File: src/dpt_pkg.sv
// constants for the discovery parameter table slice
// What this block does
// - the parameter block opens with identifier byte A5h at vendor offset 00h
// - vendor offset 0Dh (discovery 0Bh) returns quad-output read opcode 6Bh
// - vendor offset 0Eh (discovery 0Ch) returns 08h: no mode, eight dummy cycles
// - vendor offset 0Fh (discovery 0Dh) returns dual-output read opcode 3Bh
// - vendor offset 10h returns 80h for enhanced table, 04h for standard table
// - vendor offset 11h (discovery 0Fh) returns dual-I/O read opcode BBh
// - vendor offset 12h returns EEh: all-quad and all-dual unsupported, reserved ones
// - vendor offsets 13h to 15h return reserved filler FFh
// - vendor offsets 16h and 17h return reserved filler FFh
// - vendor offset 18h returns FFh: all-dual mode 111b, dummy 11111b
package dpt_pkg;

    localparam int unsigned MODE_LSB  = 5;
    localparam int unsigned DUMMY_MSB = 4;
    localparam int unsigned QUAD_ALL_BIT = 4;
    localparam int unsigned DUAL_ALL_BIT = 0;

    // vendor-space offsets
    localparam logic [7:0] OFF_ID          = 8'h00;
    localparam logic [7:0] OFF_QOUT_OPC    = 8'h0D;
    localparam logic [7:0] OFF_DOUT_CYC    = 8'h0E;
    localparam logic [7:0] OFF_DOUT_OPC    = 8'h0F;
    localparam logic [7:0] OFF_DIO_CYC     = 8'h10;
    localparam logic [7:0] OFF_DIO_OPC     = 8'h11;
    localparam logic [7:0] OFF_ALL_SUPPORT = 8'h12;
    localparam logic [7:0] OFF_FILL_A_LO   = 8'h13;
    localparam logic [7:0] OFF_FILL_A_HI   = 8'h15;
    localparam logic [7:0] OFF_FILL_B_LO   = 8'h16;
    localparam logic [7:0] OFF_FILL_B_HI   = 8'h17;
    localparam logic [7:0] OFF_DALL_CYC    = 8'h18;

    // discovery space sits this far below vendor space
    localparam logic [7:0] DISC_TO_VENDOR  = 8'h02;

    // cycle fields
    localparam logic [2:0] DOUT_MODE      = 3'b000;
    localparam logic [4:0] DOUT_DUMMY     = 5'b01000;
    localparam logic [2:0] DIO_MODE_ENH   = 3'b100;
    localparam logic [4:0] DIO_DUMMY_ENH  = 5'b00000;
    localparam logic [2:0] DIO_MODE_STD   = 3'b000;
    localparam logic [4:0] DIO_DUMMY_STD  = 5'b00100;
    localparam logic [2:0] DALL_MODE      = 3'b111;
    localparam logic [4:0] DALL_DUMMY     = 5'b11111;

    // byte values
    localparam logic [7:0] ID_BYTE         = 8'hA5;
    localparam logic [7:0] QOUT_OPCODE     = 8'h6B;
    localparam logic [7:0] DOUT_OPCODE     = 8'h3B;
    localparam logic [7:0] DIO_OPCODE      = 8'hBB;
    localparam logic [7:0] RESERVED_FILLER = 8'hFF;
    localparam logic [7:0] DOUT_CYC_BYTE   = {DOUT_MODE, DOUT_DUMMY};
    localparam logic [7:0] DIO_CYC_ENH     = {DIO_MODE_ENH, DIO_DUMMY_ENH};
    localparam logic [7:0] DIO_CYC_STD     = {DIO_MODE_STD, DIO_DUMMY_STD};
    localparam logic [7:0] DALL_CYC_BYTE   = {DALL_MODE, DALL_DUMMY};
    localparam logic [7:0] ALL_SUPPORT_BYTE = RESERVED_FILLER
        & ~(8'h01 << QUAD_ALL_BIT) & ~(8'h01 << DUAL_ALL_BIT);

endpackage

File: src/discovery_param_table_rom.sv
// streaming read port over the discovery parameter slice
`timescale 1ns/1ps
module discovery_param_table_rom (
    // clock, reset, enable
    input  wire logic       clk_sys_in,
    input  wire logic       reset_n_in,
    input  wire logic       clk_en_in,
    // variant strap
    input  wire logic       enhanced_latency_table_in,
    // read request
    input  wire logic       rd_start_in,
    input  wire logic       rd_space_in,
    input  wire logic [7:0] rd_offset_in,
    input  wire logic       rd_next_in,
    // read answer
    output logic [7:0]      rd_data_out,
    output logic            rd_valid_out,
    output logic            rd_in_slice_out,
    output logic [7:0]      rd_vendor_offset_out,
    output logic            rd_cycle_byte_out,
    output logic [2:0]      rd_mode_cycles_out,
    output logic [4:0]      rd_dummy_cycles_out,
    // status
    output logic            strap_ready_out,
    output logic            variant_out
);

    logic [7:0] ptr_r;
    logic       strap_r;
    logic       ready_r;
    logic [7:0] look_off;
    logic [7:0] look_byte;
    logic       look_hit;
    logic       take_start;
    logic       take_next;

    // bytes carrying mode and dummy fields
    function automatic logic is_cycle_byte(input logic [7:0] off);
        is_cycle_byte = (off == dpt_pkg::OFF_DOUT_CYC) ||
                        (off == dpt_pkg::OFF_DIO_CYC)  ||
                        (off == dpt_pkg::OFF_DALL_CYC);
    endfunction

    function automatic logic [7:0] to_vendor(input logic sp, input logic [7:0] off);
        logic [8:0] sum;
        sum = {1'b0, off} + {1'b0, dpt_pkg::DISC_TO_VENDOR};
        to_vendor = sp ? sum[7:0] : off;
    endfunction

    // start wins over next; nothing taken before the strap is caught
    assign take_start = clk_en_in && ready_r && rd_start_in;
    assign take_next  = clk_en_in && ready_r && !rd_start_in && rd_next_in;
    assign look_off   = rd_start_in ? to_vendor(rd_space_in, rd_offset_in) : ptr_r;

    param_byte_lookup u_lookup (
        .vendor_off_in             (look_off),
        .enhanced_latency_table_in (strap_r),
        .byte_out                  (look_byte),
        .hit_out                   (look_hit)
    );

    // strap caught once after reset release, so the table cannot change mid-read
    always_ff @(posedge clk_sys_in or negedge reset_n_in) begin
        if (!reset_n_in) begin
            strap_r <= 1'b0;
            ready_r <= 1'b0;
        end else if (clk_en_in && !ready_r) begin
            strap_r <= enhanced_latency_table_in;
            ready_r <= 1'b1;
        end
    end

    // auto-increment pointer; wraps at 8 bits
    always_ff @(posedge clk_sys_in or negedge reset_n_in) begin
        if (!reset_n_in) begin
            ptr_r <= 8'h00;
        end else if (take_start || take_next) begin
            ptr_r <= look_off + 8'h01;
        end
    end

    // answer registers; loaded only on a read, valid updated on every enabled edge
    always_ff @(posedge clk_sys_in or negedge reset_n_in) begin
        if (!reset_n_in) begin
            rd_data_out          <= dpt_pkg::RESERVED_FILLER;
            rd_valid_out         <= 1'b0;
            rd_in_slice_out      <= 1'b0;
            rd_vendor_offset_out <= 8'h00;
            rd_cycle_byte_out    <= 1'b0;
            rd_mode_cycles_out   <= 3'b000;
            rd_dummy_cycles_out  <= 5'b0_0000;
        end else if (clk_en_in) begin
            rd_valid_out <= take_start || take_next;
            if (take_start || take_next) begin
                rd_data_out          <= look_byte;
                rd_in_slice_out      <= look_hit;
                rd_vendor_offset_out <= look_off;
                rd_cycle_byte_out    <= is_cycle_byte(look_off);
                rd_mode_cycles_out   <= is_cycle_byte(look_off)
                    ? look_byte[7:dpt_pkg::MODE_LSB] : 3'b000;
                rd_dummy_cycles_out  <= is_cycle_byte(look_off)
                    ? look_byte[dpt_pkg::DUMMY_MSB:0] : 5'b0_0000;
            end
        end
    end

    // status mirrors
    always_ff @(posedge clk_sys_in or negedge reset_n_in) begin
        if (!reset_n_in) begin
            strap_ready_out <= 1'b0;
            variant_out     <= 1'b0;
        end else if (clk_en_in) begin
            strap_ready_out <= ready_r;
            variant_out     <= strap_r;
        end
    end

endmodule

File: src/param_byte_lookup.sv
// combinational byte lookup for the parameter slice
`timescale 1ns/1ps
module param_byte_lookup (
    // query
    input  wire logic [7:0] vendor_off_in,
    input  wire logic       enhanced_latency_table_in,
    // answer
    output logic [7:0]      byte_out,
    output logic            hit_out
);

    always_comb begin
        hit_out  = 1'b1;
        byte_out = dpt_pkg::RESERVED_FILLER;
        if (vendor_off_in == dpt_pkg::OFF_ID) begin
            byte_out = dpt_pkg::ID_BYTE;
        end else if (vendor_off_in == dpt_pkg::OFF_QOUT_OPC) begin
            byte_out = dpt_pkg::QOUT_OPCODE;
        end else if (vendor_off_in == dpt_pkg::OFF_DOUT_CYC) begin
            byte_out = dpt_pkg::DOUT_CYC_BYTE;
        end else if (vendor_off_in == dpt_pkg::OFF_DOUT_OPC) begin
            byte_out = dpt_pkg::DOUT_OPCODE;
        end else if (vendor_off_in == dpt_pkg::OFF_DIO_CYC) begin
            // only byte that depends on the variant
            byte_out = enhanced_latency_table_in ? dpt_pkg::DIO_CYC_ENH
                                                 : dpt_pkg::DIO_CYC_STD;
        end else if (vendor_off_in == dpt_pkg::OFF_DIO_OPC) begin
            byte_out = dpt_pkg::DIO_OPCODE;
        end else if (vendor_off_in == dpt_pkg::OFF_ALL_SUPPORT) begin
            byte_out = dpt_pkg::ALL_SUPPORT_BYTE;
        end else if (vendor_off_in >= dpt_pkg::OFF_FILL_A_LO &&
                     vendor_off_in <= dpt_pkg::OFF_FILL_A_HI) begin
            byte_out = dpt_pkg::RESERVED_FILLER;
        end else if (vendor_off_in >= dpt_pkg::OFF_FILL_B_LO &&
                     vendor_off_in <= dpt_pkg::OFF_FILL_B_HI) begin
            byte_out = dpt_pkg::RESERVED_FILLER;
        end else if (vendor_off_in == dpt_pkg::OFF_DALL_CYC) begin
            byte_out = dpt_pkg::DALL_CYC_BYTE;
        end else begin
            // outside the slice: filler, flagged as a miss
            hit_out = 1'b0;
        end
    end

endmodule

File: config.mk
export PLATFORM = sky130hd
export DESIGN_NAME = discovery_param_table_rom
export DESIGN_NICKNAME = d
export VERILOG_FILES = /design/src/dpt_pkg.sv /design/src/discovery_param_table_rom.sv /design/src/param_byte_lookup.sv
export SDC_FILE = /design/constraint.sdc
export NUM_CORES = 1
export LEC_CHECK = 0
export ABC_AREA = 0
export ABC_CLOCK_PERIOD_IN_PS = 1930
export CORE_UTILIZATION = 55
export CTS_CLUSTER_DIAMETER = 120
export CTS_CLUSTER_SIZE = 30
export DETAILED_ROUTE_END_ITERATION = 16
export DONT_BUFFER_PORTS = 1
export PLACE_DENSITY = 0.73
export SLEW_MARGIN = 20
export SYNTH_ARGS = -nofsm -noshare
export SYNTH_HDL_FRONTEND = slang
export SYNTH_SLANG_ARGS = --single-unit
File: constraint.sdc
create_clock -name clk_sys_in -period 1.93 [get_ports clk_sys_in]
set_input_delay 0 -clock clk_sys_in [delete_from_list [all_inputs] [get_ports clk_sys_in]]
set_output_delay 0 -clock clk_sys_in [all_outputs]
set_load 0.02 [all_outputs]
Yosys cells after proc, flatten, opt, wreduce, memory -nomap -nowiden
Index checks and enable logic that the tools add are counted.
{"block": "op_classes", "mux": 22, "n_reduce_logical": 14, "eq_ne": 7, "order_cmp": 4, "addsub": 2}
{"operator": "8-bit 2-to-1 mux", "n": 9}
{"operator": "8-bit by 5-bit equality test with 1-bit output, second input constant", "n": 4}
{"operator": "8-bit by 4-bit equality test with 1-bit output, second input constant", "n": 3}
{"operator": "8-bit by 5-bit >= comparator with 1-bit output, second input constant", "n": 2}
{"operator": "8-bit by 5-bit less-or-equal comparator with 1-bit output, second input constant", "n": 2}
{"operator": "1-bit 2-to-1 mux", "n": 10}
{"operator": "5-bit 2-to-1 mux", "n": 2}
{"operator": "8-bit by 1-bit adder with 8-bit output, second input constant", "n": 1}
{"operator": "8-bit by 2-bit adder with 8-bit output, second input constant", "n": 1}
{"operator": "8-bit logical NOT", "n": 1}
{"operator": "1-bit logical AND", "n": 7}
{"operator": "1-bit logical OR", "n": 3}
{"operator": "3-bit 2-to-1 mux", "n": 1}
{"operator": "1-bit logical NOT", "n": 2}
{"operator": "2-bit AND reduction", "n": 1}
{"block": "word_totals", "in_bits": 15, "word_cells": 61, "out_inout_bits": 29, "regBits": 39}

Logic depth before layout (Yosys ltp)
Gate-level depths: netlist of the first run.
{"block": "logic_depth", "word_depth": 14, "mapped_depth": 12, "mapped_depth_nobuf": 9}

Hierarchy
A second synthesis of the first run with hierarchy kept.
{"block": "hier_totals", "hier_cells": 235, "hier_area_um2": 2127.0}
{"mod": "discovery_param_table_rom", "seq_area_each_um2": 985.9, "n_inst": 1, "area_each_um2": 1919.3, "cells_each": 203}
{"mod": "param_byte_lookup", "seq_area_each_um2": 0.0, "n_inst": 1, "area_each_um2": 207.7, "cells_each": 32}

Least setup slack after synthesis of the first run
No wires, ideal clock.
{"block": "synth_path", "path_kind": "in2reg", "start": "input port rd_start_in", "end": "register rd_mode_cycles_out[0]", "slack_ns": -0.090, "cell_stages": 10, "required_ns": 1.795, "t_arrival_ns": 1.885, "path_buffers": 3, "setup_time_ns": 0.135, "cell_sequence": "buf_4 -> buf_4 -> mux2i_1 -> ha_1 -> clkbuf_1 -> o21ai_0 -> nor4_2 -> a31o_4 -> and3_1 -> a22oi_1"}
{"block": "synth_via", "elab_chain_cells": 8, "elab_cells_between_ends": 21, "classes_between": "5 x eq/ne; 7 x mux; 9 x reduce/logical"}
{"item": "from (decl)", "line_no": "discovery_param_table_rom.sv:11", "rtl": "input wire logic rd_start_in,"}
{"item": "8-bit 2-to-1 mux", "line_no": "discovery_param_table_rom.sv:53", "rtl": "assign look_off = rd_start_in ? to_vendor(rd_space_in, rd_offset_in) : ptr_r;"}
{"item": "8-bit by 5-bit equality test with 1-bit output", "line_no": "discovery_param_table_rom.sv:40, param_byte_lookup.sv:23"}
{"item": "8-bit 2-to-1 mux", "line_no": "param_byte_lookup.sv:23", "rtl": "end else if (vendor_off_in == dpt_pkg::OFF_DIO_CYC) begin"}
{"item": "8-bit 2-to-1 mux", "line_no": "param_byte_lookup.sv:21", "rtl": "end else if (vendor_off_in == dpt_pkg::OFF_DOUT_OPC) begin"}
{"item": "8-bit 2-to-1 mux", "line_no": "param_byte_lookup.sv:19", "rtl": "end else if (vendor_off_in == dpt_pkg::OFF_DOUT_CYC) begin"}
{"item": "8-bit 2-to-1 mux", "line_no": "param_byte_lookup.sv:17", "rtl": "end else if (vendor_off_in == dpt_pkg::OFF_QOUT_OPC) begin"}
{"item": "8-bit 2-to-1 mux", "line_no": "param_byte_lookup.sv:15", "rtl": "if (vendor_off_in == dpt_pkg::OFF_ID) begin"}
{"item": "3-bit 2-to-1 mux", "line_no": "discovery_param_table_rom.sv:100", "rtl": "? look_byte[7:dpt_pkg::MODE_LSB] : 3'b000;"}
{"item": "to (signal assigned)", "line_no": "discovery_param_table_rom.sv:99", "rtl": "rd_mode_cycles_out <= is_cycle_byte(look_off)"}
{"item": "to (decl)", "line_no": "discovery_param_table_rom.sv:21", "rtl": "output logic [2:0] rd_mode_cycles_out,"}
Several ways; a longest one is shown, not always the timed one.
A chain may end at the register's enable or synchronous reset.

Worst setup path after layout of the first run
{"block": "layout_path", "start": "register ptr_r[1]", "end": "register rd_mode_cycles_out[1]"}
{"block": "layout_via", "elab_chain_cells": 9, "elab_cells_between_ends": 17, "classes_between": "6 x eq/ne; 8 x mux; 3 x reduce/logical"}
{"item": "from (decl)", "line_no": "discovery_param_table_rom.sv:28", "rtl": "logic [7:0] ptr_r;"}
{"item": "from (signal assigned)", "line_no": "discovery_param_table_rom.sv:78", "rtl": "ptr_r <= look_off + 8'h01;"}
{"item": "8-bit 2-to-1 mux (*)", "line_no": "discovery_param_table_rom.sv:53"}
{"item": "via look_off[1]", "line_no": "discovery_param_table_rom.sv:31", "rtl": "logic [7:0] look_off;"}
{"item": "8-bit by 5-bit equality test with 1-bit output", "line_no": "param_byte_lookup.sv:27", "rtl": "end else if (vendor_off_in == dpt_pkg::OFF_DIO_OPC) begin"}
{"item": "8-bit 2-to-1 mux", "line_no": "param_byte_lookup.sv:27"}
{"item": "8-bit 2-to-1 mux", "line_no": "param_byte_lookup.sv:23"}
{"item": "8-bit 2-to-1 mux", "line_no": "param_byte_lookup.sv:21"}
{"item": "8-bit 2-to-1 mux", "line_no": "param_byte_lookup.sv:19"}
{"item": "8-bit 2-to-1 mux", "line_no": "param_byte_lookup.sv:17"}
{"item": "8-bit 2-to-1 mux", "line_no": "param_byte_lookup.sv:15"}
{"item": "3-bit 2-to-1 mux (*)", "line_no": "discovery_param_table_rom.sv:100"}
The timed path passes the listed nets; every way through them passes the cells marked *.

==> results of run 1 <==
power by group:
group / internal (W) / switching, W / leakage [nW]
combinational: 0.000278 / 0.000334 / 0.653
sequential: 0.000922 / 0.000142 / 0.471
clock: 0.000418 / 0.000297 / 0.0612
stage by stage:
step | utilization | cells | area (sq um) | power [W]
2_1_floorplan | - | 230 | 2283 | 0.001447
3_3_place_gp | 0.6321 | 285 | 2401 | 0.001583
3_5_place_dp | 0.6321 | 285 | 2401 | 0.001595
4_1_cts | 0.6845 | 300 | 2600 | 0.002349
5_1_grt | 0.6993 | 303 | 2656 | 0.002489
6_report | 0.6993 | 303 | 2656 | 0.002391
layout make-up:
type,count,area (sq um),share of cell area
inverters,5,18.77,0.007065
multi-input cells,175,1241,0.4673
well taps,48,60.06,0.02261
repair buffers,28,232.7,0.08761
flip-flops and latches,39,985.9,0.3712
clock inverters,2,35.03,0.01319
clock buffers,6,82.58,0.03109
flip-flops by register name (all words and copies together), names as in the netlist:
name / flops
rd_dummy_cycles_out: 5
rd_data_out: 8
variant_out: 1
strap_r: 1
rd_vendor_offset_out: 8
rd_cycle_byte_out: 1
rd_valid_out: 1
rd_in_slice_out: 1
strap_ready_out: 1
ready_r: 1
rd_mode_cycles_out: 3
ptr_r: 8
metal layers:
layer / vias to the layer above / wire [microns] / GRT usage
met3: 14 / 291 / 0.06724
met2: 49 / 2511 / 0.4337
met4: 0 / 122 / 0.08777
li1: 862 / - / -
met1: 873 / 2546 / 0.3733
met5: - / 0 / 0
layout by cell type, fill, tap and decap left out, types with 2 or more instances in the layout:
cell type	n
dfstp_2	8
o21ai_0	13
inv_1	4
nor2_2	2
buf_4	23
xor2_1	2
mux2i_1	2
nor4_2	2
mux2_2	3
nor2b_1	3
nand2_1	37
a22o_1	3
nor3_1	2
and3_1	3
a31oi_1	2
ha_4	2
o21ai_1	4
or2_2	2
o211ai_1	2
nand3_1	5
a31o_1	2
a21oi_2	4
or3_1	2
or2_1	2
dlygate4sd3_1	4
clkbuf_8	6
ha_1	4
a21oi_1	6
mux2i_4	2
dfrtp_1	31
nor2_1	20
a21o_1	3
o21a_1	2
xnor2_1	8
critical path, cell delays in order, from the launching register on:
cell	delay (ns)
dfrtp_1	0.36
nor2_1	0.07
a21oi_2	0.19
buf_4	0.15
ha_1	0.16
buf_4	0.15
o21bai_1	0.07
o2bb2ai_1	0.26
nor2_1	0.12
a32o_2	0.27
worst paths after layout:
kind | end | slack [ns] | depth (start not counted)
max | rd_mode_cycles_out[1] | 0.03 | 9
min | rd_vendor_offset_out[7] | 0.006 | 4
max reg2reg | rd_mode_cycles_out[1] | 0.03 | 9
min reg2reg | ptr_r[2] | 0.49 | 2
max in group asynchronous | rd_data_out[7] | 1.46 | 2
min in group asynchronous | ptr_r[3] | 0.20 | 2
cells by family after synthesis:
kind of cell	synth area share
AND/OR/NAND/NOR	0.2061
adder cells (fa/ha/maj)	0.03306
multiplexers	0.03802
XOR/XNOR	0.03857
buffers and inverters	0.04242
flip-flops	0.4342
AO/OA/AOI/OAI	0.2077
repair_timing:
action,4_1_cts,5_1_grt
endpoints found under the setup margin,5,13
hold buffers,5,0
resized for setup,3,8
endpoints found under the hold margin,45,0
buffers inserted,2,3
pin swaps,0,9
==> impl_metrics.json, run 1 <==
{
  "status": "finished clean",
  "fin_setup_tns_ns": 0,
  "route.antenna.remaining_nets": 0,
  "fin_ws_ns": 0.03199,
  "synth-edff-count": 0,
  "worstMarginPinSlew_ns": 0.6670,
  "post-route-drc-count": 0,
  "final_hold_viol_count": 0,
  "vias": 1798,
  "clkTransAtPathRegs_ns": 0.08,
  "drt_iter0_markers": 89,
  "fin_worst_skew_ns": 0.006181,
  "synth_top_area_share": 0.3416,
  "fill_cells": 297,
  "worstHoldStart": "rd_start_in",
  "yosysMostFrequentCell": "nand2_1",
  "port_buffers": 0,
  "finalSetupViolCount": 0,
  "period_minus_slack_ns": 1.898,
  "cts_root_buffer": "clkbuf_8",
  "clockBufferDepth": 2,
  "synth.area.top_cells": "dfrtp_1, dfstp_2, nand2_1",
  "grt_pass1_vias": 1821,
  "grt_pass1_wl_microns": 8769,
  "clock.fmax_mhz": 526.9,
  "syn_inst": 230,
  "cp-startpoint": "ptr_r[1]",
  "synth_flop_cell": "dfrtp_1",
  "cts_sinks": 39,
  "insertion_delay_ns": 0.30,
  "drtPass1Iterations": 4,
  "fp.dieArea_sq_um": 4390,
  "pre_cts_ws_ns": -0.09018,
  "crit_type": "register to register",
  "synthArstFlopShare": 1.000,
  "synth.largest_area_cell": "dfrtp_1",
  "die_w_microns": 66.26,
  "antenna_found_initial": 0,
  "hp-class": "input pin to register",
  "synth.distinct_cells": 65,
  "synth_nets": 251,
  "gp_congestion": 0.8781,
  "ys_ff_latch": 39,
  "maxSlewHeadroom": 0.5553,
  "vdd_ir_drop_max_mv": 0.5867,
  "grt_usage": 0.2755,
  "yosysSeqAreaShare": 0.4342,
  "path_max_fanout": 5,
  "syn_area_sq_um": 2271,
  "grt_setup_unrepaired": "yes",
  "cp.arrival_ns": 2.09,
  "grt_overflow": 0,
  "wirelength_microns": 5472,
  "endpoint_kind": "register",
  "yosysWarnings": 0,
  "critPathRequiredTime_ns": 2.12,
  "finalCritPeriodShare": 0.9834,
  "timing.rr.start": "ptr_r[1]",
  "diodes": 0,
  "die_h_microns": 66.26,
  "place_hpwl_microns": 3874,
  "h-tree-depth": 2,
  "whs_ns": 0.005614,
  "nets": 275,
  "maxCapViolCount": 0,
  "cp-start-kind": "register",
  "routedWlPerCell_microns": 18.06,
  "rows": 22,
  "cts_tree": "built",
  "cts_buffers": 5,
  "design.core.area_sq_um": 3799,
  "areaGrowthSynthToFinish_pct": 16.97,
  "initial_core_util": 0.5978,
  "syn_area_per_cell_sq_um": 9.874,
  "synth.cells.most_frequent": "nand2_1, dfrtp_1, nor2_1, o21ai_0",
  "finalMaxSlewViolations": 0,
  "grt_max_degree": 40,
  "p_leak_nw": 1.185,
  "p_per_area_nw_per_um2": 900.0,
  "drive_gt1_frac": 0.2784,
  "viasPerCell": 5.934,
  "ioPinCount": 44
}
(Power assumes the default switching activity.)
==> run 2: changes to the inputs <==
MAX_ROUTING_LAYER = met4   (was not set)
==> impl_metrics.json, run 2 (same netlist as run 1, synthesis figures left out) <==
{
  "cp_slowest_stage_delay_ns": 0.41,
  "whs_ns": 0.01091,
  "drtPass1Iterations": 4,
  "insertion_delay_ns": 0.29,
  "grt_max_degree": 40,
  "die_w_microns": 66.26,
  "vdd_ir_drop_max_mv": 0.7832,
  "route.antenna.remaining_nets": 0,
  "diodes": 0,
  "design.core.area_sq_um": 3799,
  "p_per_area_nw_per_um2": 838.8,
  "ioPinCount": 44,
  "post-route-drc-count": 0,
  "maxSlewHeadroom": 0.5831,
  "cts_sinks": 39,
  "switching_share": 0.3308,
  "die_h_microns": 66.26,
  "wirelength_microns": 5308,
  "maxCapViolCount": 0,
  "grt_usage": 0.2717,
  "cts_tree": "built",
  "finalSetupViolCount": 0,
  "clkPwrFrac": 0.243,
  "initial_core_util": 0.5978,
  "fin_worst_skew_ns": 0.007695,
  "grt_setup_unrepaired": "yes",
  "place_hpwl_microns": 3878,
  "nets": 279,
  "biggestRegsByFlops": "ptr_r: 8 flops, rd_data_out: 8 flops, rd_vendor_offset_out: 8 flops",
  "clockBufferDepth": 2,
  "finalMaxSlewViolations": 0,
  "grt_pass1_vias": 1777,
  "grt_pass1_wl_microns": 8500,
  "cp-start-kind": "register",
  "fp.dieArea_sq_um": 4390,
  "drive_gt1_frac": 0.3205,
  "finalCritPeriodShare": 0.9803,
  "p_int_w": 0.001518,
  "period_minus_slack_ns": 1.892,
  "clkTransAtPathRegs_ns": 0.07,
  "crit_type": "register to register",
  "vias": 1787,
  "final_hold_viol_count": 0,
  "drt_iter0_markers": 92,
  "crit_slowest_cell": "dfrtp_1",
  "grt_overflow": 0,
  "viasPerCell": 5.821,
  "hp-class": "input pin to register",
  "status": "finished clean",
  "crit_buf_inv": 2,
  "p_sw_w": 0.0007505,
  "final_cell_mix": "nand2_1, dfrtp_1, buf_4",
  "final_common_cell": "nand2_1",
  "antenna_found_initial": 0,
  "endpoint_kind": "register",
  "p_comb_frac": 0.289,
  "fin_setup_tns_ns": 0,
  "crit_family": "simple AND/OR/NAND/NOR gates",
  "cts_root_buffer": "clkbuf_8",
  "cp.arrival_ns": 2.11,
  "h-tree-depth": 2,
  "worstMarginPinSlew_ns": 0.6253,
  "critPathRequiredTime_ns": 2.15,
  "rows": 22,
  "cts_buffers": 5,
  "cp_cell_sequence": "mux2i_4 -> inv_2 -> ha_4 -> buf_4 -> or2_2 -> o2bb2ai_2 -> nor2_2 -> a32o_2",
  "seqPwrFrac": 0.469,
  "port_buffers": 0,
  "areaGrowthSynthToFinish_pct": 19.12,
  "routedWlPerCell_microns": 17.29,
  "gp_congestion": 0.8791,
  "p_leak_nw": 1.202,
  "path_max_fanout": 4,
  "clock.fmax_mhz": 528.6
}
-- run 2: worst paths after layout --
path / startpoint / end / slack [ns] / depth (start not counted)
setup reg to reg: ptr_r[0] / rd_mode_cycles_out[1] / 0.04 / 8
hold / removal: clk_en_in / strap_r / 0.01 / 2
max in group asynchronous: reset_n_in / rd_data_out[3] / 1.48 / 2
min in group asynchronous: reset_n_in / rd_vendor_offset_out[1] / 0.18 / 2
hold reg to reg: ptr_r[2] / ptr_r[2] / 0.49 / 2
setup / recovery: ptr_r[0] / rd_mode_cycles_out[1] / 0.04 / 8
-- run 2: power by group through the flow --
stage	combinational, W	sequential (W)	clock [W]
6_report	0.000655	0.00106	0.000551
5_1_grt	0.000718	0.00107	0.000602
4_1_cts	0.000589	0.00106	0.000573
3_5_place_dp	0.000548	0.00108	0
3_3_place_gp	0.000541	0.00107	0
2_1_floorplan	0.000392	0.00105	0
-- run 2: cell type report --
type                    count  area [sq um]
well taps                  48         60.06
repair buffers             32         262.8
fillers                   295          1094
flip-flops and latches     39         985.9
inverters                   5         18.77
clock buffers               7         86.33
multi-input cells         175          1286
clock inverters             1         5.005
-- run 2: stage by stage --
step	instance area, sq um	utilization	std cells	power [W]	setup slack, ns
final	2705	0.7121	307	0.002269	0.03809
after global routing	2705	0.7121	307	0.002395	-0.04362
after CTS	2611	0.6874	304	0.002224	0.01027
after detailed placement	2446	0.6439	291	0.001625	-0.01249
after global placement	2446	0.6439	291	0.001612	-0.06131
after floorplan	2283	-	230	0.001447	0.02310
-- run 2: what timing repair did --
| action | CTS | global route |
|---|---|---|
| endpoints found under the hold margin | 45 | 0 |
| pin swaps | 0 | 10 |
| endpoints found under the setup margin | 7 | 13 |
| hold buffers | 5 | 0 |
| setup buffers | 0 | 3 |
| gates resized for setup | 4 | 17 |
-- run 2: layer usage --
layer	share of wire	global-route usage	up-vias	wire length [microns]
met3	0.067	0.06034	8	354
met4	0.014	0.09043	0	74
li1	-	-	873	-
met5	0	-	-	0
met1	0.46	0.3520	848	2433
met2	0.46	0.4235	58	2445
==> run 3: changes to the inputs <==
ABC_CLOCK_PERIOD_IN_PS = 2000   (was 1930)
PLACE_DENSITY = 0.7   (was 0.73)
clock period = 2 ns   (was 1.93 ns; I/O delays follow)
==> impl_metrics.json, run 3 (same netlist as run 1, synthesis figures left out) <==
{
  "vias": 1825,
  "diodes": 0,
  "port_buffers": 0,
  "post-route-drc-count": 0,
  "design.core.area_sq_um": 3799,
  "nets": 269,
  "cts_tree": "built",
  "instances_no_fill": 297,
  "cpMostUsedCell": "a21oi_2",
  "cts_sinks": 39,
  "grt_pass1_wl_microns": 8866,
  "clock.fmax_mhz": 528.6,
  "crit_type": "register to register",
  "worstHoldStart": "clk_en_in",
  "drive_gt1_frac": 0.2691,
  "place_inst": 282,
  "cp_slowest_stage_delay_ns": 0.40,
  "status": "finished clean",
  "path_max_fanout": 4,
  "grt_usage": 0.2819,
  "clkTransAtPathRegs_ns": 0.08,
  "biggestRegsByFlops": "ptr_r: 8 flops, rd_data_out: 8 flops, rd_vendor_offset_out: 8 flops",
  "grt_overflow": 0,
  "die_h_microns": 66.26,
  "finalMaxSlewViolations": 0,
  "antenna_found_initial": 0,
  "fp.dieArea_sq_um": 4390,
  "worstHoldPathCells": 2,
  "place_area_sq_um": 2370,
  "highest_layer": "met4",
  "finalInstanceArea_sq_um": 2590,
  "die_w_microns": 66.26,
  "rr_worst_depth": 9,
  "areaGrowthSynthToFinish_pct": 14.05,
  "timing.rr.start": "ptr_r[1]",
  "wl_met1_microns": 2451,
  "viasPerCell": 6.145,
  "initial_core_util": 0.5978,
  "cts_buffers": 5,
  "clockBufferDepth": 2,
  "maxCapViolCount": 0,
  "routedWlPerCell_microns": 18.40,
  "grt_max_degree": 40,
  "whs_endpoint": "strap_r",
  "route.antenna.remaining_nets": 0,
  "period_minus_slack_ns": 1.892,
  "finalCritPeriodShare": 0.9460,
  "ioPinCount": 44,
  "wirelength_microns": 5465,
  "cp-start-kind": "register",
  "critPathRequiredTime_ns": 2.16,
  "insertion_delay_ns": 0.29,
  "fin_worst_skew_ns": 0.006907,
  "p_leak_nw": 1.142,
  "cts_root_buffer": "clkbuf_8",
  "wl_met3_microns": 304,
  "cp.arrival_ns": 2.06,
  "crit_slowest_cell": "dfrtp_1",
  "vdd_ir_drop_max_mv": 0.4959,
  "rows": 22,
  "finalSetupViolCount": 0,
  "final_cell_mix": "nand2_1, dfrtp_1, nor2_1",
  "h-tree-depth": 2,
  "r2r_end": "rd_in_slice_out",
  "hp-class": "input pin to register",
  "endpoint_kind": "register",
  "drtPass1Iterations": 4,
  "grt_pass1_vias": 1850,
  "gp_congestion": 0.8909,
  "place_hpwl_microns": 3900,
  "p_per_area_nw_per_um2": 838.1,
  "final_hold_viol_count": 0,
  "final_common_cell": "nand2_1",
  "maxSlewHeadroom": 0.5752,
  "cp_cell_sequence": "nor2_2 -> a21oi_2 -> buf_4 -> ha_2 -> or3_4 -> a21oi_2 -> o221ai_1 -> o211ai_1 -> a21oi_1",
  "grt_setup_unrepaired": "yes",
  "wl_met2_microns": 2673,
  "fill_cells": 305,
  "worstMarginPinSlew_ns": 0.6373,
  "drt_iter0_markers": 81,
  "reg2reg_slack_ns": 0.11
}
==> run 3: cell type report <==
type,instances,area (sq um),area share
inverters,5,18.77,0.007246
multi-input cells,175,1234,0.4763
well taps,48,60.06,0.02319
repair buffers,22,187.7,0.07246
clock buffers,7,96.34,0.03720
clock inverters,1,7.507,0.002899
flip-flops and latches,39,985.9,0.3807
==> run 3: metrics by stage <==
stage | power, W | hold slack (ns) | setup WS [ns] | TNS, ns | utilization
floorplan | 0.001393 | -0.2956 | 0.05090 | 0 | -
global placement | 0.001507 | -0.2949 | 0.1054 | 0 | 0.6238
detailed placement | 0.001526 | -0.2948 | 0.04330 | 0 | 0.6238
CTS | 0.002144 | 0.01729 | 0.005694 | 0 | 0.6670
global route | 0.002293 | 0.03844 | -0.01479 | -0.03272 | 0.6818
finish | 0.002171 | 0.01362 | 0.1081 | 0 | 0.6818
==> run 3: worst max-delay path by stage <==
stage,startpoint,end,slack (ns),depth (start not counted)
floorplan,rd_start_in,rd_mode_cycles_out[0],0.05,10
global placement,ptr_r[0],rd_dummy_cycles_out[2],0.11,7
detailed placement,ptr_r[0],rd_in_slice_out,0.04,8
CTS,ptr_r[0],rd_in_slice_out,0.006,8
global route,ptr_r[1],rd_in_slice_out,-0.01,9
finish,ptr_r[1],rd_in_slice_out,0.11,9
==> run 3: power by group <==
| part | internal [W] | total [W] | switching (W) |
|---|---|---|---|
| clock | 0.000314 | 0.000590 | 0.000276 |
| combinational | 0.000245 | 0.000555 | 0.000311 |
| sequential | 0.000889 | 0.00103 | 0.000136 |
==> run 3: what timing repair did <==
action	CTS	global route
setup endpoints to repair	0	14
hold buffers	5	0
resized for setup	0	10
hold endpoints to repair	46	0
buffers inserted	0	2
==> run 3: layer usage <==
| metal | global-route usage | vias to the layer above |
|---|---|---|
| met2 | 0.4426 | 63 |
| met3 | 0.06379 | 6 |
| met4 | 0.06383 | 0 |
| met1 | 0.3732 | 908 |
| met5 | - | - |
| li1 | - | 848 |
==> run 3: critical path, delay by kind of cell, from the launching register on <==
family                     cells  cell delay (ns)
and+or+nand+nor                2             0.50
buffers and inverters          1             0.15
DFF                            1             0.40
adders and majority gates      1             0.18
AOI/OAI and AO/OA              5             0.53
